--- config.mk ---
export PLATFORM = sky130hd
export DESIGN_NAME = arcc_top
export DESIGN_NICKNAME = d
export VERILOG_FILES = /design/src/shared/arcc_pkg.sv /design/src/shared/arcc_regbus_if.sv /design/src/rtl/arcc_ahb_slave.sv /design/src/rtl/arcc_sync.sv /design/src/rtl/arcc_top.sv
export VERILOG_INCLUDE_DIRS = /design/src /design/src/shared
export SDC_FILE = /design/constraint.sdc
export NUM_CORES = 1
export LEC_CHECK = 0
export BUFFER_PORTS_ARGS = -buffer_cell sky130_fd_sc_hd__buf_2
export CAP_MARGIN = 0
export CORE_MARGIN = 2
export CORE_UTILIZATION = 48
export DETAILED_ROUTE_END_ITERATION = 8
export PLACE_DENSITY = 0.81
export SLEW_MARGIN = 10
export SYNTH_ARGS = -nofsm -noshare
export SYNTH_HDL_FRONTEND = slang
export SYNTH_SLANG_ARGS = --single-unit
--- constraint.sdc ---
create_clock -name mclk -period 3.1 [get_ports mclk]
set_clock_uncertainty 0.1 [all_clocks]
set_input_delay 0.775 -clock mclk [delete_from_list [all_inputs] [get_ports mclk]]
set_output_delay 0.775 -clock mclk [all_outputs]
set_load 0.03 [all_outputs]
--- src/shared/arcc_map.svh ---
// Register offsets, field positions, reset values and bus codes of the auxiliary regulator control
`ifndef ARCC_MAP_SVH
`define ARCC_MAP_SVH

// ****************************************************************
// Register byte offsets
// ****************************************************************
`define ARCC_OFS_MSCTRL   8'h00
`define ARCC_OFS_HWCTRL   8'h04
`define ARCC_OFS_STAT2    8'h08
`define ARCC_OFS_FAIL     8'h0C

// ****************************************************************
// Field positions
// ****************************************************************
`define ARCC_MS_ENABLE    0
`define ARCC_HW_SHARE     0
`define ARCC_HW_RETAIN    1
`define ARCC_HW_UVKEEP    2
`define ARCC_HW_VSEL      3
`define ARCC_ST_OC        0
`define ARCC_ST_UV        1
`define ARCC_ST_LOCK      2
`define ARCC_ST_SHARE     3
`define ARCC_ST_ON        4
`define ARCC_ST_HP        5
`define ARCC_ST_LP        6
`define ARCC_ST_VLOW      7
`define ARCC_ST_BATUV     8
`define ARCC_FAIL_BIT     0

// ****************************************************************
// Reset values and bus codes
// ****************************************************************
`define ARCC_ZERO_WORD    32'h0000_0000
`define ARCC_ADDR_W       8
`define ARCC_HTRANS_ACT   1
`define ARCC_HSIZE_WORD   3'h2
`define ARCC_HRESP_OKAY   1'h0
`define ARCC_PIN_COUNT    5

`endif

--- src/shared/arcc_pkg.sv ---
// Types of the auxiliary regulator control block
package arcc_pkg;

    typedef enum logic [2:0] {
        ARCC_MODE_INIT     = 3'b000,
        ARCC_MODE_NORMAL   = 3'b001,
        ARCC_MODE_STOP     = 3'b010,
        ARCC_MODE_SLEEP    = 3'b011,
        ARCC_MODE_RESTART  = 3'b100,
        ARCC_MODE_FAILSAFE = 3'b101
    } arcc_mode_t;

    typedef enum logic [1:0] {
        ARCC_CFG_NONE  = 2'b00,
        ARCC_CFG_ALONE = 2'b01,
        ARCC_CFG_SHARE = 2'b10
    } arcc_cfg_t;

    typedef struct packed {
        arcc_cfg_t cfg;
        logic      enable;
        logic      retain;
        logic      uvKeep;
        logic      vsel;
        logic      ocFlag;
        logic      uvFlag;
        logic      failFlag;
        logic      modeOn;
        logic      hpLatch;
        logic      regOn;
        logic      voltLow;
        logic      hpEn;
        logic      lpEn;
    } arcc_top_state_t;

    typedef struct packed {
        logic        dataPhase;
        logic        write;
        logic        rdDone;
        logic [7:0]  addr;
        logic [31:0] rdata;
    } arcc_slave_state_t;

endpackage

--- src/shared/arcc_regbus_if.sv ---
// Internal register access carrier between the bus slave and the register file
`timescale 1ns/1ps
interface arcc_regbus_if;
    logic        wrEn;
    logic [7:0]  wrAddr;
    logic [31:0] wrData;
    logic [7:0]  rdAddr;
    logic [31:0] rdData;

    modport slave (
        output wrEn,
        output wrAddr,
        output wrData,
        output rdAddr,
        input  rdData
    );

    modport regs (
        input  wrEn,
        input  wrAddr,
        input  wrData,
        input  rdAddr,
        output rdData
    );
endinterface

--- src/rtl/arcc_ahb_slave.sv ---
// AHB-Lite slave: zero-wait writes, one-wait reads with registered read data
`timescale 1ns/1ps
`include "arcc_map.svh"
module arcc_ahb_slave
    import arcc_pkg::*;
(
    input  wire logic        mclk,
    input  wire logic        rst,
    input  wire logic        hsel,
    input  wire logic [31:0] haddr,
    input  wire logic [1:0]  htrans,
    input  wire logic        hwrite,
    input  wire logic [2:0]  hsize,
    input  wire logic [31:0] hwdata,
    input  wire logic        hready,
    output logic      [31:0] hrdata,
    output logic             hreadyout,
    output logic             hresp,
    arcc_regbus_if.slave     bus
);
    arcc_slave_state_t st_reg;
    arcc_slave_state_t st_next;
    logic              accept;

    always_comb begin
        st_next = st_reg;
        accept  = hsel && htrans[`ARCC_HTRANS_ACT] && hready && (hsize == `ARCC_HSIZE_WORD);
        // Read waits one cycle so the read mux sees any write just completed
        if (st_reg.dataPhase && !st_reg.write && !st_reg.rdDone) begin
            st_next.rdata  = bus.rdData;
            st_next.rdDone = 1'b1;
        end
        if (hready) begin
            st_next.dataPhase = accept;
            st_next.rdDone    = 1'b0;
            if (accept) begin
                st_next.write = hwrite;
                st_next.addr  = haddr[`ARCC_ADDR_W-1:0];
            end
        end
    end

    always_ff @(posedge mclk) begin
        if (rst) begin
            st_reg <= '0;
        end else begin
            st_reg <= st_next;
        end
    end

    assign bus.wrEn   = st_reg.dataPhase && st_reg.write;
    assign bus.wrAddr = st_reg.addr;
    assign bus.wrData = hwdata;
    assign bus.rdAddr = st_reg.addr;
    assign hrdata     = st_reg.rdata;
    assign hreadyout  = !(st_reg.dataPhase && !st_reg.write && !st_reg.rdDone);
    assign hresp      = `ARCC_HRESP_OKAY;
endmodule

--- src/rtl/arcc_sync.sv ---
// Three-stage pin synchroniser that accepts a change once stages two and three agree
`timescale 1ns/1ps
module arcc_sync #(
    parameter int W = 5
) (
    input  wire logic         mclk,
    input  wire logic         rst,
    input  wire logic [W-1:0] pinIn,
    output logic      [W-1:0] pinOut
);
    typedef struct packed {
        logic [W-1:0] s1;
        logic [W-1:0] s2;
        logic [W-1:0] s3;
        logic [W-1:0] filt;
    } arcc_sync_state_t;

    arcc_sync_state_t st_reg;
    arcc_sync_state_t st_next;

    always_comb begin
        st_next      = st_reg;
        st_next.s1   = pinIn;
        st_next.s2   = st_reg.s1;
        st_next.s3   = st_reg.s2;
        for (int i = 0; i < W; i++) begin
            if (st_reg.s2[i] == st_reg.s3[i]) begin
                st_next.filt[i] = st_reg.s3[i];
            end
        end
    end

    always_ff @(posedge mclk) begin
        if (rst) begin
            st_reg <= '0;
        end else begin
            st_reg <= st_next;
        end
    end

    assign pinOut = st_reg.filt;
endmodule

--- src/rtl/arcc_top.sv ---
// Auxiliary regulator configuration, mode control and status, reached over AHB-Lite
//
// Contract
// - Enable bit in Normal selects stand-alone
// - Load-share bit selects load-sharing configuration
// - First selected configuration is locked
// - Lock survives soft reset, cleared on power
// - Stand-alone: voltage bit picks 5.0V or 3.3V
// - Load-sharing ignores voltage bit, follows main
// - Battery undervoltage switches off, auto re-enables
// - Keep-on bit holds regulator on under undervoltage
// - Load-share with retain bit stays on in Stop
// - Off in Init/Fail-Safe; stand-alone holds otherwise
// - Load-share follows main regulator per mode
// - Status flags readable in supply status register
// - Stop: high-power stage by base current hysteresis
// - Normal: only high-power stage active
// - Change after load-share sets access failure
// - Change after stand-alone silently ignored
// - Stand-alone shunt limit sets sticky overcurrent
// - Stand-alone output undervoltage flag; none sharing
`timescale 1ns/1ps
`include "arcc_map.svh"
module arcc_top
    import arcc_pkg::*;
(
    input  wire logic        mclk,
    input  wire logic        rst,
    input  wire logic        softRst,
    input  wire logic [2:0]  sbcMode,
    input  wire logic        batteryUnderPin,
    input  wire logic        auxShuntLimitPin,
    input  wire logic        auxOutUnderPin,
    input  wire logic        baseAbovePeakPin,
    input  wire logic        baseBelowPeakPin,
    input  wire logic        hsel,
    input  wire logic [31:0] haddr,
    input  wire logic [1:0]  htrans,
    input  wire logic        hwrite,
    input  wire logic [2:0]  hsize,
    input  wire logic [31:0] hwdata,
    input  wire logic        hready,
    output logic      [31:0] hrdata,
    output logic             hreadyout,
    output logic             hresp,
    output logic             auxRegOn,
    output logic             auxVoltageLow,
    output logic             auxHighPowerEn,
    output logic             auxLowPowerEn,
    output logic             auxCfgLocked,
    output logic             auxCfgShare
);

    // ****************************************************************
    // Internal signals
    // ****************************************************************
    arcc_regbus_if                   bus ();
    arcc_top_state_t                 st_reg;
    arcc_top_state_t                 st_next;
    logic [`ARCC_PIN_COUNT-1:0]      pinRaw;
    logic [`ARCC_PIN_COUNT-1:0]      pinSync;
    logic                            batUnder;
    logic                            shuntLimit;
    logic                            auxUnder;
    logic                            baseAbove;
    logic                            baseBelow;
    arcc_mode_t                      mode;
    logic                            msWr;
    logic                            hwWr;
    logic                            stWr;
    logic                            failWr;
    logic                            alone;
    logic                            share;
    logic                            want;
    logic [31:0]                     rdWord;

    // ****************************************************************
    // Pin synchronisation
    // ****************************************************************
    assign pinRaw = {baseBelowPeakPin, baseAbovePeakPin, auxOutUnderPin, auxShuntLimitPin, batteryUnderPin};

    arcc_sync #(
        .W (`ARCC_PIN_COUNT)
    ) u_sync (
        .mclk   (mclk),
        .rst    (rst),
        .pinIn  (pinRaw),
        .pinOut (pinSync)
    );

    assign batUnder   = pinSync[0];
    assign shuntLimit = pinSync[1];
    assign auxUnder   = pinSync[2];
    assign baseAbove  = pinSync[3];
    assign baseBelow  = pinSync[4];

    // ****************************************************************
    // Bus slave
    // ****************************************************************
    arcc_ahb_slave u_slave (
        .mclk      (mclk),
        .rst       (rst),
        .hsel      (hsel),
        .haddr     (haddr),
        .htrans    (htrans),
        .hwrite    (hwrite),
        .hsize     (hsize),
        .hwdata    (hwdata),
        .hready    (hready),
        .hrdata    (hrdata),
        .hreadyout (hreadyout),
        .hresp     (hresp),
        .bus       (bus.slave)
    );

    // ****************************************************************
    // Write decode
    // ****************************************************************
    assign mode   = arcc_mode_t'(sbcMode);
    assign msWr   = bus.wrEn && (bus.wrAddr == `ARCC_OFS_MSCTRL);
    assign hwWr   = bus.wrEn && (bus.wrAddr == `ARCC_OFS_HWCTRL);
    assign stWr   = bus.wrEn && (bus.wrAddr == `ARCC_OFS_STAT2);
    assign failWr = bus.wrEn && (bus.wrAddr == `ARCC_OFS_FAIL);
    assign alone  = (st_reg.cfg == ARCC_CFG_ALONE);
    assign share  = (st_reg.cfg == ARCC_CFG_SHARE);

    // ****************************************************************
    // Next state
    // ****************************************************************
    always_comb begin
        st_next = st_reg;
        want    = 1'b0;

        // Configuration selection, taken once
        if (st_reg.cfg == ARCC_CFG_NONE) begin
            if (hwWr && bus.wrData[`ARCC_HW_SHARE]) begin
                st_next.cfg = ARCC_CFG_SHARE;
            end else if (msWr && bus.wrData[`ARCC_MS_ENABLE] && (mode == ARCC_MODE_NORMAL)) begin
                st_next.cfg = ARCC_CFG_ALONE;
            end
        end

        // Enable bit: on/off switching stays open in stand-alone, has no function in load-sharing
        if (msWr && !share) begin
            st_next.enable = bus.wrData[`ARCC_MS_ENABLE];
        end
        if (share) begin
            st_next.enable = 1'b0;
        end

        // Remaining control bits stay writable at any time
        if (hwWr) begin
            st_next.retain = bus.wrData[`ARCC_HW_RETAIN];
            st_next.uvKeep = bus.wrData[`ARCC_HW_UVKEEP];
            st_next.vsel   = bus.wrData[`ARCC_HW_VSEL];
        end

        // Access failure: clear first, so a same-cycle attempt wins
        if (failWr && bus.wrData[`ARCC_FAIL_BIT]) begin
            st_next.failFlag = 1'b0;
        end
        if (share && ((hwWr && !bus.wrData[`ARCC_HW_SHARE]) || (msWr && bus.wrData[`ARCC_MS_ENABLE]))) begin
            st_next.failFlag = 1'b1;
        end

        // Sticky status flags, write one to clear, set wins
        if (stWr && bus.wrData[`ARCC_ST_OC]) begin
            st_next.ocFlag = 1'b0;
        end
        if (stWr && bus.wrData[`ARCC_ST_UV]) begin
            st_next.uvFlag = 1'b0;
        end
        if (alone && shuntLimit) begin
            st_next.ocFlag = 1'b1;
        end
        if (alone && auxUnder) begin
            st_next.uvFlag = 1'b1;
        end

        // Regulator request by operating mode
        case (mode)
            ARCC_MODE_NORMAL: begin
                want = (alone && st_reg.enable) || share;
            end
            ARCC_MODE_STOP: begin
                want = (alone && st_reg.modeOn) || (share && st_reg.retain);
            end
            ARCC_MODE_SLEEP: begin
                want = alone && st_reg.modeOn;
            end
            ARCC_MODE_RESTART: begin
                want = (alone && st_reg.modeOn) || share;
            end
            default: begin
                want = 1'b0;
            end
        endcase
        st_next.modeOn = want;

        // Battery undervoltage gating; the request is kept so the output returns by itself
        st_next.regOn = want && !(batUnder && !st_reg.uvKeep);

        // Level select: load-sharing runs at the main regulator's level
        st_next.voltLow = alone && st_reg.vsel;

        // Stage selection with base current hysteresis
        if (baseAbove) begin
            st_next.hpLatch = 1'b1;
        end else if (baseBelow) begin
            st_next.hpLatch = 1'b0;
        end
        if (mode == ARCC_MODE_NORMAL) begin
            st_next.hpEn = st_next.regOn;
            st_next.lpEn = 1'b0;
        end else begin
            st_next.hpEn = st_next.regOn && st_reg.hpLatch;
            st_next.lpEn = st_next.regOn;
        end

        // Soft reset returns control to defaults but keeps the locked configuration
        if (softRst) begin
            st_next     = '0;
            st_next.cfg = st_reg.cfg;
        end
    end

    // ****************************************************************
    // State register; only power-on reset clears the configuration
    // ****************************************************************
    always_ff @(posedge mclk) begin
        if (rst) begin
            st_reg <= '0;
        end else begin
            st_reg <= st_next;
        end
    end

    // ****************************************************************
    // Read mux
    // ****************************************************************
    always_comb begin
        rdWord = `ARCC_ZERO_WORD;
        case (bus.rdAddr)
            `ARCC_OFS_MSCTRL: begin
                rdWord[`ARCC_MS_ENABLE] = st_reg.enable;
            end
            `ARCC_OFS_HWCTRL: begin
                rdWord[`ARCC_HW_SHARE]  = share;
                rdWord[`ARCC_HW_RETAIN] = st_reg.retain;
                rdWord[`ARCC_HW_UVKEEP] = st_reg.uvKeep;
                rdWord[`ARCC_HW_VSEL]   = st_reg.vsel;
            end
            `ARCC_OFS_STAT2: begin
                rdWord[`ARCC_ST_OC]    = st_reg.ocFlag;
                rdWord[`ARCC_ST_UV]    = st_reg.uvFlag;
                rdWord[`ARCC_ST_LOCK]  = (st_reg.cfg != ARCC_CFG_NONE);
                rdWord[`ARCC_ST_SHARE] = share;
                rdWord[`ARCC_ST_ON]    = st_reg.regOn;
                rdWord[`ARCC_ST_HP]    = st_reg.hpEn;
                rdWord[`ARCC_ST_LP]    = st_reg.lpEn;
                rdWord[`ARCC_ST_VLOW]  = st_reg.voltLow;
                rdWord[`ARCC_ST_BATUV] = batUnder;
            end
            `ARCC_OFS_FAIL: begin
                rdWord[`ARCC_FAIL_BIT] = st_reg.failFlag;
            end
            default: begin
                rdWord = `ARCC_ZERO_WORD;
            end
        endcase
    end

    assign bus.rdData = rdWord;

    // ****************************************************************
    // Outputs
    // ****************************************************************
    assign auxRegOn       = st_reg.regOn;
    assign auxVoltageLow  = st_reg.voltLow;
    assign auxHighPowerEn = st_reg.hpEn;
    assign auxLowPowerEn  = st_reg.lpEn;
    assign auxCfgLocked   = (st_reg.cfg != ARCC_CFG_NONE);
    assign auxCfgShare    = share;

endmodule

==> impl_metrics.py, run 1 <==
metrics = {
    "drt": {
        "vias": 1686,
        "dr.pass1.iters": 4,
        "finalWirelength_um": 3980,
        "drtIter0Drc": 75,
        "avgRoutedWirePerCell_um": 11.4,
        "drc_errors": 0,
        "vias_per_cell": 4.82,
        "ant_nets": 0,
    },
    "cts": {
        "cts_tree": "yes",
        "clockRootBuffer": "clkbuf_8",
        "cts_max_path_buffers": 2,
        "clock_latency_ns": 0.30,
        "cts_resized": 0,
        "cts_made_buffers": 5,
        "cts.clk_slew.worst_paths_ns": 0.09,
        "clock_sinks": 55,
        "post-cts-setup-buffer-count": 0,
        "cts_hold_buf": 0,
        "htreeDepth": 2,
    },
    "worst_setup_path": {
        "slowest_delay_ns": 0.39,
        "crit_required_ns": 2.22,
        "crit_type": "reg -> out",
        "worstSetupEndpointType": "output pin",
        "cp-start-kind": "flip-flop",
        "cpMaxStageDelayCell": "dfxtp_1",
        "cp_max_fo": 10,
        "path_cells": "nor3b_2 -> inv_2 -> buf_2",
        "cp_data_arrival_time_ns": 1.47,
    },
    "synthesis": {
        "yosysTopAreaCell": "dfxtp_1",
        "synth-edff-count": 0,
        "ys_types": 42,
        "synth_area_per_cell_um2": 9.40,
        "ys_async_sr_fraction_pct": 0,
        "synth-seq-cells": 55,
        "yosysSeqAreaShare_pct": 47.0,
        "synth_common_cells": "dfxtp_1 (55), buf_4 (33), nor2_1 (22)",
        "yosysMostFrequentCell": "dfxtp_1",
        "yosysTopAreaCellShare_pct": 47.0,
        "synth_area_um2": 2340,
        "ys.flop_type": "dfxtp_1",
        "synth_warnings": 0,
        "synth_area_leaders": "dfxtp_1 (47%), buf_4 (11%), nor2b_1 (5.3%)",
        "syn_inst": 249,
    },
    "global_route": {
        "grt_pass1_wl_um": 6400,
        "grt_antenna_before_repair": 0,
        "grt.total_usage_pct": 15.3,
        "grt_pass1_vias": 1448,
        "grt_start_max_net_pins": 30,
        "grt-ovfl-total": 0,
    },
    "timing": {
        "worstMarginPinSlew_ns": 0.566,
        "maxSlewHeadroom_pct": 62.3,
        "final.min_clock_period_ns": 2.34,
        "hold_violations": 0,
        "setup_viol": 0,
        "drv_slew": 0,
        "post-route-period-util_pct": 75.5,
        "whs_ns": 0.341,
        "finalSetupTns_ns": 0,
        "max_freq_mhz": 427,
        "grt_setup_unrepaired": "false",
    },
    "run": {
        "cap_violations": 0,
    },
    "cells_and_area": {
        "area.sequential_um2": 1100,
        "largest_register_ffs": 11,
        "fin_area_um2": 2550,
        "drive_above_1_share_pct": 23.3,
        "area_delta_synth_final_pct": 8.93,
        "nets": 366,
        "n_antenna_cell": 0,
        "fill_cells": 443,
        "multi_input_area_um2": 988,
    },
    "place": {
        "hpwl_um": 3020,
        "place.gp.congestion": 0.807,
        "numPortBuffers": 45,
        "placed_cell_area_um2": 2450,
    },
    "pwr": {
        "p_per_area_nw_per_um2": 493,
        "p_int_mw": 0.976,
        "power_leakage_nw": 1.06,
        "clkPwrFrac_pct": 35.8,
        "power_switching_mw": 0.281,
        "seqPwrFrac_pct": 57.2,
        "swShare_pct": 22.3,
        "pwr-share-comb_pct": 7.0,
        "vdd_ir_drop_max_mv": 0.303,
    },
    "run_status": {
        "status": "finished, final reports clean",
    },
    "floorplan": {
        "core_area_um2": 4720,
        "dieArea_um2": 5450,
        "start_util_pct": 49.6,
        "ios": 123,
        "placementRows": 25,
        "die_h_um": 73.8,
        "fp.dieW_um": 73.8,
    },
    "min_path": {
        "holdCritPathClass": "reg -> reg",
    },
}
## worst max-delay path, delay by kind of cell, from the launching register on
| kind | cells | cell delay, ns |
|---|---|---|
| flops | 1 | 0.39 |
| buf+inv | 2 | 0.39 |
| simple gates | 1 | 0.39 |
## through the flow
step | instances | setup slack [ns] | utilization (%) | power [mW]
global placement | 343 | 0.936 | 51.8 | 0.822
global route | 350 | 0.682 | 54.0 | 1.31
CTS | 350 | 0.767 | 54.0 | 1.27
detailed placement | 343 | 0.864 | 51.8 | 0.824
floorplan | 272 | 1.20 | - | 0.823
finish | 350 | 0.759 | 54.0 | 1.26
## layout by cell type, fill, tap and decap left out, types with 2 or more instances in the layout
master	instances
a21oi_1	16
conb_1	24
inv_1	8
buf_2	45
nor3_1	2
dfxtp_1	55
nor2_1	22
nand2b_1	3
nand2_1	15
mux2i_1	10
nand3b_1	3
clkbuf_8	5
and3_1	2
nand3_1	10
a22oi_1	6
a211oi_1	2
a22o_1	2
nor2b_1	20
a32o_1	2
buf_4	2
and2_1	2
o21ai_0	6
## worst paths after layout
| path | to | cells past startpoint | startpoint | slack, ns |
|---|---|---|---|---|
| worst max-delay path | hreadyout | 3 | u_slave.st_reg[42] | 0.76 |
| worst min-delay path | u_sync.st_next[9] | 1 | u_sync.st_next[14] | 0.34 |
| worst max register to register | st_reg[13] | 4 | u_slave.bus.rdAddr[7] | 1.39 |
| worst min register to register | u_sync.st_next[9] | 1 | u_sync.st_next[14] | 0.34 |
## cells by family after synthesis
logic type,synth area share (%)
AND/OR/NAND/NOR,21.5
flip-flops,47.0
buffers and inverters,14.4
AO/OA/AOI/OAI,11.6
multiplexers,5.24
other,0.160
## per-layer routing
| metal | share of wire [%] | wire, um | GRT usage [%] | vias to the layer above |
|---|---|---|---|---|
| li1 | - | - | - | 850 |
| met1 | 47 | 1860 | 18.7 | 780 |
| met2 | 46 | 1850 | 24.9 | 51 |
| met3 | 5.8 | 232 | 5.49 | 5 |
| met4 | 1.1 | 42 | 4.85 | 0 |
| met5 | 0 | 0 | 0 | - |
## cell type report
class	count	share of cell area, %
clock buffer	6	2.85
clock inverter	1	1.18
inverter	9	1.32
timing repair buffer	47	9.42
sequential	55	43.2
tap	67	3.29
multi-input combinational	165	38.8
## power by group through the flow
| stage | sequential (mW) | combinational (mW) | clock, mW |
|---|---|---|---|
| 6_report | 0.719 | 0.0883 | 0.450 |
| 5_1_grt | 0.720 | 0.0966 | 0.489 |
| 4_1_cts | 0.719 | 0.0884 | 0.465 |
| 3_5_place_dp | 0.735 | 0.0882 | 0 |
| 3_3_place_gp | 0.735 | 0.0869 | 0 |
| 2_1_floorplan | 0.734 | 0.0885 | 0 |
Note: power is estimated with default switching activity, not from simulation.
==> inputs of run 2 (changes only) <==
- CORE_UTILIZATION: 48 -> 45
- PLACE_DENSITY: 0.81 -> 0.77
- clock period: 3.1 -> 2.3 ns (I/O delays scaled with it)
==> run 2 against run 1 <==
Hold slack better by 0.0035 ns; cell count is 1.4% higher; clock power is 25% higher; worst setup slack got worse by 0.54 ns; global-route usage fell by 0.80 points; utilization down 3.6 points; final area is 0.34% higher; clock-buffer cell count up 2; power up 31%; register-to-register slack got worse by 0.73 ns; first-iteration DRC count shrank 4.0%; critical path depth did not move.
==> impl_metrics.py, run 2 (synthesis results as in run 1) <==
metrics = {
    "run_status": {
        "status": "finished, final reports clean",
    },
    "pwr": {
        "vdd_ir_drop_max_mv": 0.341,
        "power_mw": 1.65,
        "p_per_area_nw_per_um2": 645,
        "power_leakage_nw": 1.07,
    },
    "worst_setup_path": {
        "crit_required_ns": 1.62,
        "worstSetupEndpointType": "output pin",
        "reg2reg_slack_ns": 0.66,
        "cp-start-kind": "flip-flop",
        "r2r_cells": 4,
        "cp_max_fo": 10,
        "worstReg2RegStart": "u_slave.bus.rdAddr[7]",
        "r2r_end": "st_reg[13]",
        "cp_data_arrival_time_ns": 1.40,
        "crit_type": "reg -> out",
    },
    "place": {
        "hpwl_um": 2970,
        "numPortBuffers": 45,
        "place.gp.congestion": 0.805,
        "pre_cts_ws_ns": 0.426,
    },
    "min_path": {
        "holdCritPathClass": "reg -> reg",
        "whs_path_depth": 1,
        "min_to": "u_sync.st_next[5]",
        "worstHoldStart": "u_sync.st_next[10]",
    },
    "global_route": {
        "grt-ovfl-total": 0,
        "grt_antenna_before_repair": 0,
        "grt.total_usage_pct": 14.5,
        "grt_pass1_wl_um": 6730,
        "grt_start_max_net_pins": 41,
        "grt_pass1_vias": 1589,
    },
    "cts": {
        "htreeDepth": 2,
        "cts_made_buffers": 5,
        "clockRootBuffer": "clkbuf_8",
        "clock_sinks": 55,
        "cts_hold_buf": 0,
        "clock_latency_ns": 0.31,
        "cts_resized": 0,
        "post-cts-setup-buffer-count": 0,
        "cts_max_path_buffers": 2,
        "cts.clk_slew.worst_paths_ns": 0.09,
        "cts_tree": "yes",
    },
    "timing": {
        "post-route-period-util_pct": 90.3,
        "grt_setup_unrepaired": "false",
        "postLayoutSetupSlackWorst_ns": 0.223,
        "setup_viol": 0,
        "finalSetupTns_ns": 0,
        "max_freq_mhz": 482,
        "drv_slew": 0,
        "hold_violations": 0,
        "final.min_clock_period_ns": 2.08,
    },
    "drt": {
        "drtIter0Drc": 72,
        "drc_errors": 0,
        "ant_nets": 0,
        "vias_per_cell": 4.68,
        "finalWirelength_um": 3990,
        "dr.pass1.iters": 4,
        "avgRoutedWirePerCell_um": 11.2,
        "vias": 1660,
    },
    "floorplan": {
        "dieArea_um2": 5800,
        "core_area_um2": 5070,
        "fp.dieW_um": 76.1,
        "die_h_um": 76.1,
        "placementRows": 26,
        "ios": 123,
        "start_util_pct": 46.1,
    },
    "cells_and_area": {
        "final_cell_mix": "dfxtp_1 (55), buf_2 (45), conb_1 (24)",
        "nets": 367,
        "n_antenna_cell": 0,
        "final_common_cell": "dfxtp_1",
        "area_delta_synth_final_pct": 9.30,
        "largest_register_ffs": 11,
        "drive_above_1_share_pct": 23.9,
        "fill_cells": 488,
    },
    "run": {
        "cap_violations": 0,
    },
}
## run 2: cell types whose count changed in the layout (fill, tap and decap cells not counted), sizes merged
cell,previous run,this run
bufinv,1,0
buf,47,48
clkbuf,6,8
## run 2: metal layers
layer	vias up	routed length [um]	GRT usage, %
li1	853	-	-
met1	760	1740	16.2
met2	40	1960	25.1
met3	7	207	3.44
met4	0	91	8.55
met5	-	0	0
## run 2: through the flow
stage / std cells / utilization, % / area (um^2) / hold WS, ns
final: 355 / 50.4 / 2560 / 0.345
after global routing: 355 / 50.4 / 2560 / 0.360
after CTS: 355 / 50.4 / 2560 / 0.347
after detailed placement: 347 / 48.4 / 2460 / 0.325
after global placement: 347 / 48.4 / 2460 / 0.319
after floorplan: 272 / - / 2430 / 0.314
## run 2: worst max-delay path by stage
stage | from | to | slack, ns | cells after the start
floorplan | sbcMode[2] | auxRegOn | 0.60 | 4
global placement | sbcMode[2] | auxLowPowerEn | 0.42 | 5
global route | u_slave.st_reg[42] | hreadyout | 0.09 | 3
finish | u_slave.st_reg[42] | hreadyout | 0.22 | 3
CTS | u_slave.st_reg[42] | hreadyout | 0.20 | 3
detailed placement | sbcMode[2] | auxLowPowerEn | 0.43 | 5
## run 2: worst max-delay path: stages (launching register included)
cell,delay [ns]
dfxtp_1,0.36
nor3b_2,0.35
inv_2,0.16
buf_2,0.21
## run 2: power by group
part	leakage, nW	internal [mW]	switching (mW)	total (mW)
clock network	0.0515	0.275	0.288	0.563
registers	0.446	0.963	0.00537	0.969
logic	0.572	0.0331	0.0854	0.119
total	1.07	1.27	0.378	1.65
## run 2: cell type report
class,count,area [um^2],share of cell area (%)
clock buffer,8,100,3.91
sequential,55,1100,43.0
inverter,9,33.8,1.32
timing repair buffer,48,248,9.68
multi-input combinational,165,988,38.6
tap,70,87.6,3.42
